<file path="config.mk">
export PLATFORM = sky130hd
export DESIGN_NAME = dcsw_core
export DESIGN_NICKNAME = d
export VERILOG_FILES = /design/src/dcsw_pkg.sv /design/src/dcsw_core.sv /design/src/dcsw_edge.sv
export VERILOG_INCLUDE_DIRS = /design/src
export SDC_FILE = /design/constraint.sdc
export NUM_CORES = 1
export LEC_CHECK = 0
export BUFFER_PORTS_ARGS = -buffer_cell sky130_fd_sc_hd__buf_2
export CORE_MARGIN = 4
export CORE_UTILIZATION = 43
export CTS_CLUSTER_SIZE = 40
export DETAILED_ROUTE_END_ITERATION = 8
export PLACE_DENSITY_LB_ADDON = 0.12
export SYNTH_ARGS = -nofsm -noshare
export SYNTH_HDL_FRONTEND = slang
export SYNTH_SLANG_ARGS = --single-unit
</file>
<file path="constraint.sdc">
create_clock -name mclk_i -period 1.44 [get_ports mclk_i]
set_input_delay 0.144 -clock mclk_i [delete_from_list [all_inputs] [get_ports mclk_i]]
set_output_delay 0.144 -clock mclk_i [all_outputs]
set_load 0.01 [all_outputs]
</file>
<file path="src/dcsw_map.svh">
// Operation
// Control bits 1:0 pick one of four preset references.
// Bit 2 low applies DC braking and stop; high allows ramping.
// Bit 3 low shuts output stage off to coast; high allows start.
// Bit 4 low ramps to standstill on the quick-stop ramp.
// Bit 5 low freezes output frequency; only speed-up/down inputs change it.
// While frozen, stop only on coast, DC brake or inverse stop inputs.
// Bit 6 low ramps down on selected ramp; high permits start.
// A trip clears only on a rising edge of bit 7.
// Bit 8 high sets output frequency from jog speed.
// Bit 9 selects ramp pair one or two.
// Bit 10 low makes the whole control word ignored.
// Bits 11 and 12 drive relays when relay function is 36 or 37.
// Bit 13 selects set-up 1 or 2 only in multi set-up mode 9.
// Bit 15 reverses only when reversing source is bus, AND or OR.
// Status bit 0 is controls ready, bit 1 drive ready.
// Status bits 3, 4, 6 report trip, error, triplock; bit 5 unused.
// Status bit 7 reflects any present warning.
// Status bit 8 is set when speed equals reference.
// Status bit 9 set when the fieldbus may control the drive.
// Bit 10 frequency within limits; bit 11 start present or running.
// Bits 12-15: overtemp auto start, DC link, current limit, thermal.
// Speed reference and actual frequency are signed, 16384 is 100%.
// Hold last accepted control word; refresh status every cycle.
`ifndef DCSW_MAP_SVH
`define DCSW_MAP_SVH
`define DCSW_WORD_W        16
`define DCSW_CW_REF_LSB    0
`define DCSW_CW_DCBRK_N    2
`define DCSW_CW_COAST_N    3
`define DCSW_CW_QSTOP_N    4
`define DCSW_CW_HOLD_N     5
`define DCSW_CW_START      6
`define DCSW_CW_RESET      7
`define DCSW_CW_JOG        8
`define DCSW_CW_RAMP2      9
`define DCSW_CW_VALID      10
`define DCSW_CW_RELAY1     11
`define DCSW_CW_RELAY2     12
`define DCSW_CW_SETUP      13
`define DCSW_CW_REVERSE    15
`define DCSW_SW_CTRL_RDY   0
`define DCSW_SW_DRV_RDY    1
`define DCSW_SW_ENABLE     2
`define DCSW_SW_TRIP       3
`define DCSW_SW_ERROR      4
`define DCSW_SW_TRIPLOCK   6
`define DCSW_SW_WARNING    7
`define DCSW_SW_AT_REF     8
`define DCSW_SW_BUS_CTRL   9
`define DCSW_SW_IN_LIMIT   10
`define DCSW_SW_RUNNING    11
`define DCSW_SW_OVERTEMP   12
`define DCSW_SW_VOLTAGE    13
`define DCSW_SW_CURRENT    14
`define DCSW_SW_THERMAL    15
`define DCSW_CW_RESET_VAL  16'h0000
`define DCSW_FULL_SCALE    16'sh4000
`define DCSW_RELAY1_FUNC   8'h24
`define DCSW_RELAY2_FUNC   8'h25
`define DCSW_MULTI_SETUP   4'h9
`define DCSW_REV_INPUT     2'h0
`define DCSW_REV_BUS       2'h1
`define DCSW_REV_AND       2'h2
`define DCSW_REV_OR        2'h3
`endif

</file>
<file path="src/dcsw_pkg.sv">
package dcsw_pkg;
  typedef enum logic [4:0] {
    DCSW_RUN   = 5'h01,
    DCSW_COAST = 5'h02,
    DCSW_DCBRK = 5'h04,
    DCSW_QSTOP = 5'h08,
    DCSW_RSTOP = 5'h10
  } dcsw_mode_t;
endpackage : dcsw_pkg

</file>
<file path="src/dcsw_core.sv">
`timescale 1ns/10ps
`include "dcsw_map.svh"
module dcsw_core
  import dcsw_pkg::*;
#(
  parameter int WORD_W = `DCSW_WORD_W
) (
  input  wire logic        mclk_i,
  input  wire logic        reset_i,
  input  wire logic        ce_i,
  input  wire logic        cw_strobe_i,
  input  wire logic [15:0] command_word_i,
  input  wire logic [15:0] speed_reference_word_i,
  input  wire logic [7:0]  relay1_func_i,
  input  wire logic [7:0]  relay2_func_i,
  input  wire logic [3:0]  active_setup_i,
  input  wire logic [1:0]  reverse_src_i,
  input  wire logic        di_reverse_i,
  input  wire logic        di_stop_n_i,
  input  wire logic        di_speed_up_i,
  input  wire logic        di_speed_down_i,
  input  wire logic        ctrl_ready_i,
  input  wire logic        drive_ready_i,
  input  wire logic        trip_i,
  input  wire logic        error_i,
  input  wire logic        triplock_i,
  input  wire logic        warning_i,
  input  wire logic        local_mode_i,
  input  wire logic        overtemp_i,
  input  wire logic        dc_link_bad_i,
  input  wire logic        current_limit_i,
  input  wire logic        thermal_over_i,
  input  wire logic        start_present_i,
  input  wire logic [15:0] output_freq_i,
  input  wire logic [15:0] freq_low_limit_i,
  input  wire logic [15:0] freq_high_limit_i,
  output logic [1:0]       preset_sel_o,
  output logic             dc_brake_o,
  output logic             coast_o,
  output logic             quick_stop_o,
  output logic             freeze_o,
  output logic             ramp_stop_o,
  output logic             start_o,
  output logic             trip_reset_o,
  output logic             jog_o,
  output logic             ramp2_o,
  output logic             relay1_o,
  output logic             relay2_o,
  output logic             setup2_o,
  output logic             reverse_o,
  output logic [15:0]      bus_reference_o,
  output logic [15:0]      drive_state_word_o,
  output logic [15:0]      scaled_output_frequency_o
);
  if (WORD_W != 16) begin : g_word_check
    $error("dcsw_core supports 16-bit words only");
  end

  ////////////////////////////////////////////////////////////////////////
  // State
  typedef struct packed {
    logic [1:0]  sync1;
    logic [1:0]  sync2;
    logic [15:0] cw;
    logic [15:0] ref_w;
    logic [15:0] state_word;
    logic [15:0] actual_frequency_word;
    logic [15:0] hold_f;
    logic        rev;
    dcsw_mode_t  mode;
  } dcsw_state_t;
  dcsw_state_t st_q;
  dcsw_state_t st_d;

  // Reverse and stop pins pass two flops; only the second is read
  logic di_rev_s;
  logic di_stop_n_s;
  assign di_rev_s    = st_q.sync2[1];
  assign di_stop_n_s = st_q.sync2[0];

  logic take;
  logic rst_rise;
  assign take = cw_strobe_i & command_word_i[`DCSW_CW_VALID];

  dcsw_edge u_edge (
    .mclk_i  (mclk_i),
    .reset_i (reset_i),
    .ce_i    (ce_i),
    .take_i  (take),
    .level_i (command_word_i[`DCSW_CW_RESET]),
    .rise_o  (rst_rise)
  );

  logic in_limit;
  assign in_limit = ($signed(output_freq_i) > $signed(freq_low_limit_i)) &&
                    ($signed(output_freq_i) < $signed(freq_high_limit_i));

  always_comb begin
    st_d = st_q;
    st_d.sync1 = {di_reverse_i, di_stop_n_i};
    st_d.sync2 = st_q.sync1;
    if (take) begin
      st_d.cw = command_word_i;
    end
    if (cw_strobe_i) begin
      st_d.ref_w = speed_reference_word_i;
    end
    // Mode priority: coast, brake, freeze, then ramp stops
    if (!st_d.cw[`DCSW_CW_COAST_N] || !di_stop_n_s) begin
      st_d.mode = DCSW_COAST;
    end else if (!st_d.cw[`DCSW_CW_DCBRK_N]) begin
      st_d.mode = DCSW_DCBRK;
    end else if (!st_d.cw[`DCSW_CW_HOLD_N]) begin
      st_d.mode = DCSW_RUN;
    end else if (!st_d.cw[`DCSW_CW_QSTOP_N]) begin
      st_d.mode = DCSW_QSTOP;
    end else if (!st_d.cw[`DCSW_CW_START]) begin
      st_d.mode = DCSW_RSTOP;
    end else begin
      st_d.mode = DCSW_RUN;
    end
    // Frozen frequency follows only speed up/down inputs
    if (st_q.cw[`DCSW_CW_HOLD_N] && !st_d.cw[`DCSW_CW_HOLD_N]) begin
      st_d.hold_f = output_freq_i;
    end else if (!st_d.cw[`DCSW_CW_HOLD_N]) begin
      if (di_speed_up_i && !di_speed_down_i) begin
        st_d.hold_f = st_q.hold_f + 16'h0001;
      end else if (di_speed_down_i && !di_speed_up_i) begin
        st_d.hold_f = st_q.hold_f - 16'h0001;
      end
    end
    case (reverse_src_i)
      `DCSW_REV_BUS: st_d.rev = st_d.cw[`DCSW_CW_REVERSE];
      `DCSW_REV_AND: st_d.rev = st_d.cw[`DCSW_CW_REVERSE] & di_rev_s;
      `DCSW_REV_OR:  st_d.rev = st_d.cw[`DCSW_CW_REVERSE] | di_rev_s;
      default:       st_d.rev = di_rev_s;
    endcase
    st_d.state_word = 16'h0000;
    st_d.state_word[`DCSW_SW_CTRL_RDY] = ctrl_ready_i & ~trip_i;
    st_d.state_word[`DCSW_SW_DRV_RDY]  = drive_ready_i;
    st_d.state_word[`DCSW_SW_ENABLE]   = st_q.mode != DCSW_COAST;
    st_d.state_word[`DCSW_SW_TRIP]     = trip_i;
    st_d.state_word[`DCSW_SW_ERROR]    = error_i;
    st_d.state_word[`DCSW_SW_TRIPLOCK] = triplock_i;
    st_d.state_word[`DCSW_SW_WARNING]  = warning_i;
    st_d.state_word[`DCSW_SW_AT_REF]   = output_freq_i == st_q.ref_w;
    st_d.state_word[`DCSW_SW_BUS_CTRL] = ~local_mode_i;
    st_d.state_word[`DCSW_SW_IN_LIMIT] = in_limit;
    st_d.state_word[`DCSW_SW_RUNNING]  = start_present_i |
                                  (output_freq_i != 16'h0000);
    st_d.state_word[`DCSW_SW_OVERTEMP] = overtemp_i;
    st_d.state_word[`DCSW_SW_VOLTAGE]  = dc_link_bad_i;
    st_d.state_word[`DCSW_SW_CURRENT]  = current_limit_i;
    st_d.state_word[`DCSW_SW_THERMAL]  = thermal_over_i;
    st_d.actual_frequency_word = output_freq_i;
  end

  always_ff @(posedge mclk_i) begin
    if (reset_i) begin
      st_q      <= '0;
      st_q.cw   <= `DCSW_CW_RESET_VAL;
      st_q.mode <= DCSW_COAST;
      // Synchronisers start at pin idle levels
      st_q.sync1 <= 2'h1;
      st_q.sync2 <= 2'h1;
    end else if (ce_i) begin
      st_q <= st_d;
    end
  end

  ////////////////////////////////////////////////////////////////////////
  // Outputs
  assign preset_sel_o = st_q.cw[`DCSW_CW_REF_LSB +: 2];
  assign coast_o      = st_q.mode == DCSW_COAST;
  assign dc_brake_o   = st_q.mode == DCSW_DCBRK;
  assign quick_stop_o = st_q.mode == DCSW_QSTOP;
  assign ramp_stop_o  = st_q.mode == DCSW_RSTOP;
  assign freeze_o     = ~st_q.cw[`DCSW_CW_HOLD_N] &
                        (st_q.mode == DCSW_RUN);
  assign start_o      = st_q.mode == DCSW_RUN;
  assign trip_reset_o = rst_rise;
  assign jog_o        = st_q.cw[`DCSW_CW_JOG];
  assign ramp2_o      = st_q.cw[`DCSW_CW_RAMP2];
  assign relay1_o     = st_q.cw[`DCSW_CW_RELAY1] &
                        (relay1_func_i == `DCSW_RELAY1_FUNC);
  assign relay2_o     = st_q.cw[`DCSW_CW_RELAY2] &
                        (relay2_func_i == `DCSW_RELAY2_FUNC);
  assign setup2_o     = st_q.cw[`DCSW_CW_SETUP] &
                        (active_setup_i == `DCSW_MULTI_SETUP);
  assign reverse_o    = st_q.rev;
  assign bus_reference_o           = st_q.ref_w;
  assign drive_state_word_o        = st_q.state_word;
  assign scaled_output_frequency_o = st_q.actual_frequency_word;
endmodule : dcsw_core

</file>
<file path="src/dcsw_edge.sv">
`timescale 1ns/10ps
module dcsw_edge (
  input  wire logic mclk_i,
  input  wire logic reset_i,
  input  wire logic ce_i,
  input  wire logic take_i,
  input  wire logic level_i,
  output logic      rise_o
);
  typedef struct packed {
    logic prev;
    logic rise;
  } dcsw_edge_t;
  dcsw_edge_t st_q;
  dcsw_edge_t st_d;
  always_comb begin
    st_d = st_q;
    st_d.rise = 1'b0;
    if (take_i) begin
      st_d.rise = level_i & ~st_q.prev;
      st_d.prev = level_i;
    end
  end
  always_ff @(posedge mclk_i) begin
    if (reset_i) begin
      st_q <= '0;
    end else if (ce_i) begin
      st_q <= st_d;
    end
  end
  assign rise_o = st_q.rise;
endmodule : dcsw_edge

</file>
## Word-level counts from Yosys, hierarchy flattened

Cells that the tools add are included.

| storage, ports and cells | value |
|---|---|
| word-level logic and storage cells | 55 |
| bits of input ports | 122 |
| register bits | 75 |

| operators by class | value |
|---|---|
| bitwise operators | 14 |
| reductions and logical operators | 7 |
| order comparisons | 2 |
| equality and inequality tests | 13 |
| multiplexer cells | 8 |

Operators with widths:

| operator | number |
|---|---|
| two-way mux 5 bit | 5 |
| == test 16 bit | 1 |
| == test 8 x 6 -> 1 bit, second input constant | 2 |
| greater-than comparator 16 bit | 1 |
| < comparator 16 bit | 1 |
| two-way mux 16 bit | 1 |
| nonzero test 16 bit | 1 |
| AND 1 bit | 8 |
| == test 5 x 1 -> 1 bit, second input constant | 1 |
| == test 5 x 2 -> 1 bit, second input constant | 1 |
| == test 5 x 3 -> 1 bit, second input constant | 1 |
| == test 5 x 4 -> 1 bit, second input constant | 1 |
| == test 5 bit, second input constant | 1 |
| != test 5 x 2 -> 1 bit, second input constant | 1 |
| == test 2 bit, second input constant | 2 |
| == test 4 bit, second input constant | 1 |
| NOT 1 bit | 4 |
| AND reduction 2 bit | 2 |
| one-hot mux 1 bit (3 select lines) | 1 |
| == test 2 x 1 -> 1 bit, second input constant | 1 |
| logical NOT 1 bit | 2 |
| bitwise OR 1 bit | 2 |
| logical AND 1 bit | 1 |
| logical OR 1 bit | 1 |
| two-way mux 1 bit | 1 |

## Longest topological paths before layout

| logic depth | value |
|---|---|
| word-level depth | 7 |
| gate-level depth with buffers | 8 |
| mapped depth without buffers | 8 |

## Hierarchy

A second synthesis with hierarchy kept.

| second synthesis, totals | value |
|---|---|
| cell total of the unflattened synthesis | 494 |
| area total of the unflattened synthesis | 4162.7 um2 |

By module, submodules not included:

| module | area each (um2) | cells an instance | instances | sequential area each (um2) |
|---|---|---|---|---|
| dcsw_core | 4078.9 | 486 | 1 | 1401.3 |
| dcsw_edge | 83.8 | 8 | 1 | 40.0 |

## Least setup slack after synthesis

OpenSTA, ideal clock, no wires.

| timing path | value |
|---|---|
| kind | register to output |
| start | register st_q[1] in the netlist's numbering |
| end | output freeze_o |
| data arrival time | 1.340 ns |
| cell stages (with the launch flop) | 4 |
| slack | -0.044 ns |
| path buffers | 0 |
| path through | dfxtp_1 -> or3_1 -> nor3b_1 -> nor2b_1 |

| on the way | value |
|---|---|
| cells in the longest elaborated chain, start to end | 2 |

RTL lines:

| what | line | text |
|---|---|---|
| start: declaration | dcsw_core.sv:72 | `dcsw_state_t st_q;` |
| start signal: assignment | dcsw_core.sv:167 | `st_q <= st_d;` |
| == test 5 x 1 -> 1 bit | - |  |
| net start_o | dcsw_core.sv:43 | `output logic start_o,` |
| AND 1 bit | dcsw_core.sv:178 | `` assign freeze_o = ~st_q.cw[`DCSW_CW_HOLD_N] & `` |
| end: declaration | dcsw_core.sv:41 | `output logic freeze_o,` |

The timed path passes the listed nets, and every way through them passes these cells.

## Worst setup path after layout

| timing path | value |
|---|---|
| start | register st_q[2] in the netlist's numbering |
| end | output freeze_o |

| on the way | value |
|---|---|
| cells in the longest elaborated chain, start to end | 2 |

RTL lines:

| what | line | text |
|---|---|---|
| == test 5 x 1 -> 1 bit | dcsw_core.sv:179 | `(st_q.mode == DCSW_RUN);` |
| AND 1 bit | dcsw_core.sv:178 |  |

No other way between the ends.

==> metrics.md <==
| Metric | Value |
|---|---|
| Final ANT Viol Nets | `0` |
| Remaining Overflow, GRT | `0` |
| Routability cong. | `0.818` |
| DRC errors left | `0` |
| Worst ir drop on vdd | `between 0.0004 and 0.0005 V` |
| Clock latency on the worst-skew pair | `0.34 ns` |
| Yosys top cell area share | `between 30% and 40%` |
| Yosys reg bits | `72` |
| Post-synth EDFFs | `0` |
| Fmax | `roughly 600 MHz` |
| Htree depth | `3` |
| Die ar. | `between 0.01 and 0.015 mm2` |
| Min-delay worst type | `in2reg` |
| Sequential area share after synthesis | `approximately a third` |
| Final setup viols | `5` |
| Largest net degree at the start of global routing | `32` |
| Fin Clk Skew | `0.00552 ns` |
| Hpwl dp | `between 9000 and 10,000 um` |
| Critical path launch point type | `flop` |
| Boundary Pins | `~190` |
| First-pass GRT wire length | `about 18,000 um` |
| Critical path capture point type | `primary output` |
| Layout cells sized above 1 | `between 30% and 40%` |
| CTS Buffer Depth | `2` |
| Fin nets | `just over 800` |
| CTS tree | `yes` |
| Drt pass-1 iters | `4` |
| Clock transition at the registers of the reported paths | `0.08 ns` |
| Initial drt markers | `105` |
| Tcrit/Tclk final | `116%` |
| Initial antenna violation count | `0` |
| CP max-delay cell | `or3_4` |
| Minimum clock period | `about 1.7 ns` |
| Cell count after synthesis | `about 500` |
| Pleak | `2.73 nW` |
| Failing checks | `setup timing` |
| Worst-path maximum fanout | `3` |
| Clk sink count | `just over 70` |
| Top-count cell post-synth | `dfxtp_1` |
| Setup TNS | `-1.04 ns` |
| Synthesis warning total | `0` |
| All-Layer GR Usage | `between 10% and 20%` |
| Mapped Area | `0.00409 mm2` |
| Final worst slack | `-0.236 ns` |
| Total CTS buffers | `9` |
| Pwr Density | `911 mW/mm2` |
| Core ar. | `between 0.009 and 0.01 mm2` |
| Vias/cell | `slightly below 5` |
| PortBufs | `180` |
| Starting Density | `44.3%` |
| Synth top area cells | `dfxtp_1 35%, ha_1 9.5%, buf_4 9.2%` |
| Critical Path RT | `roughly 1.3 ns` |
| Worst EP arrival | `between 1.5 and 2 ns` |
| Synth area leader | `dfxtp_1` |
| DR WL/cell | `approximately 14 um` |
| Crit path cell chain | `or3_4 > nor3b_4 > nor2b_2 > buf_2` |
| Maxcap violations | `0` |
| Non-Filler Instances | `793` |
| Via count | `around 3.8k` |
| Die W | `approximately 110 um` |
| Layout area overhead | `28.6%` |
| Net Count, Synth | `~650` |
| Post-synth top flop | `dfxtp_1` |
| Clk root buf | `clkbuf_8` |
| Fin. max-slew vios | `0` |
| RSZ-0062 raised after global routing | `yes` |
| Cells after DPL | `just under 800` |
| Critical Path Max Stage Delay | `0.39 ns` |
| WS Path Type | `reg2out` |
| Avg Inst Size Synth | `approximately 8 um2` |
| Final wirelength | `~11,000 um` |
| Synth top cells by count | `72 x dfxtp_1, 70 x nand2_1, 50 x buf_4, 48 x nor2_1, 43 x a21oi_1` |
| Synth async-reset ratio | `0%` |
| Vias in the first global route | `between 3k and 4k` |
| Status | `finished with violations` |
| Yosys cell types | `~40` |
| DIE HEIGHT | `roughly 110 um` |
| Endpoints failing hold | `0` |
| Site row count | `35` |
| # diodes | `0` |
[kinds of logic (layout without fill, tap and decap cells)]
group / count (synthesis) / after routing / share of synthesized area [%]
flip-flops: 72 / 72 / 35.2
multiplexers: 31 / 31 / 7.64
AND/OR/NAND/NOR: 171 / 171 / 19.2
AO/OA/AOI/OAI: 71 / 71 / 10.5
other: 1 / 1 / 0.0916
adder cells (fa/ha/maj): 31 / 31 / 9.47
buffers and inverters: 104 / 270 / 14.3
XOR/XNOR: 17 / 17 / 3.64
[worst max-delay path: cells and delay by family, from the launching register on]
family	cells	cell delay (ns)
buffers and inverters	1	0.13
DFF	1	0.33
and+or+nand+nor	3	0.73
[layout by cell type (no fill, tap or decap), types with 3 or more instances in the layout]
cell type  instances
nand3_1            5
nor4_1            11
o21ai_0            4
nor2b_1            3
xor2_1            16
buf_4             39
nand3b_1           4
ha_1              31
a21oi_1           43
dfxtp_1           71
nor3b_2            3
clkbuf_8          10
a31oi_1            3
nand2b_1           3
a211oi_1           8
a211o_1            3
inv_1             35
nor3_1             5
buf_2            179
nand2_1           70
mux2i_1           29
nand4_1            6
nor2_1            48
[routing by layer]
layer | share of wire [%] | wire [um] | up-vias | global-route usage (%)
li1 | - | - | 1946 | -
met1 | 46 | 5160 | 1774 | 25.9
met2 | 47 | 5300 | 111 | 32.4
met3 | 6.0 | 673 | 12 | 4.65
met4 | 1.4 | 158 | 0 | 5.46
met5 | 0 | 0 | - | 0
[registers in the layout, summed over array words and instances, names as in the netlist]
name,count
preset_sel_o,2
di_rev_s,1
ramp2_o,1
reverse_o,1
di_stop_n_s,1
bus_reference_o,16
drive_state_word_o,15
jog_o,1
u_edge.rise_o,1
st_q,15
st_d,2
scaled_output_frequency_o,16
[final timing paths]
| kind | start | depth (start not counted) | slack [ns] | to |
|---|---|---|---|---|
| worst min register to register | st_q[73] | 2 | 0.45 | st_q[73] |
| worst min-delay path | command_word_i[8] | 3 | 0.04 | jog_o |
| worst max register to register | st_q[2] | 4 | 0.22 | drive_state_word_o[2] |
| worst max-delay path | st_q[2] | 4 | -0.24 | freeze_o |
[report_power, final]
part | internal (mW) | switching [mW] | total [mW]
combinational | 0.442 | 0.457 | 0.899
sequential | 2.09 | 0.0604 | 2.15
clock | 0.998 | 0.749 | 1.75
[final cells by class]
| cell class | count | area, um2 |
|---|---|---|
| tap | 129 | 161 |
| sequential | 72 | 1440 |
| clock buffer | 10 | 138 |
| fill | 875 | 3980 |
| multi-input combinational | 322 | 2100 |
| timing repair buffer | 221 | 1220 |
| inverter | 35 | 131 |
| clock inverter | 4 | 70.1 |
[timing repair]
item / 4_1_cts / 5_1_grt
setup endpoints to repair: 5 / 6
pin swaps: 1 / 1
hold buffers: 1 / 0
endpoints found under the hold margin: 1 / 0
setup buffers: 1 / 2
gates resized for setup: 5 / 4
[per-stage QoR]
| stage | utilization, % | cell area, um2 | setup slack (ns) | hold WS (ns) | power [mW] |
|---|---|---|---|---|---|
| floorplan | - | 4100 | 0.0100 | 0.243 | 2.72 |
| global placement | 53.9 | 4980 | -0.196 | 0.332 | 3.07 |
| detailed placement | 53.9 | 4980 | -0.225 | 0.332 | 3.09 |
| CTS | 56.6 | 5230 | -0.235 | 0.0227 | 4.85 |
| global route | 57.0 | 5270 | -0.333 | 0.0239 | 5.05 |
| finish | 57.0 | 5270 | -0.236 | 0.0356 | 4.79 |
Note: power is estimated with default switching activity, not from simulation.
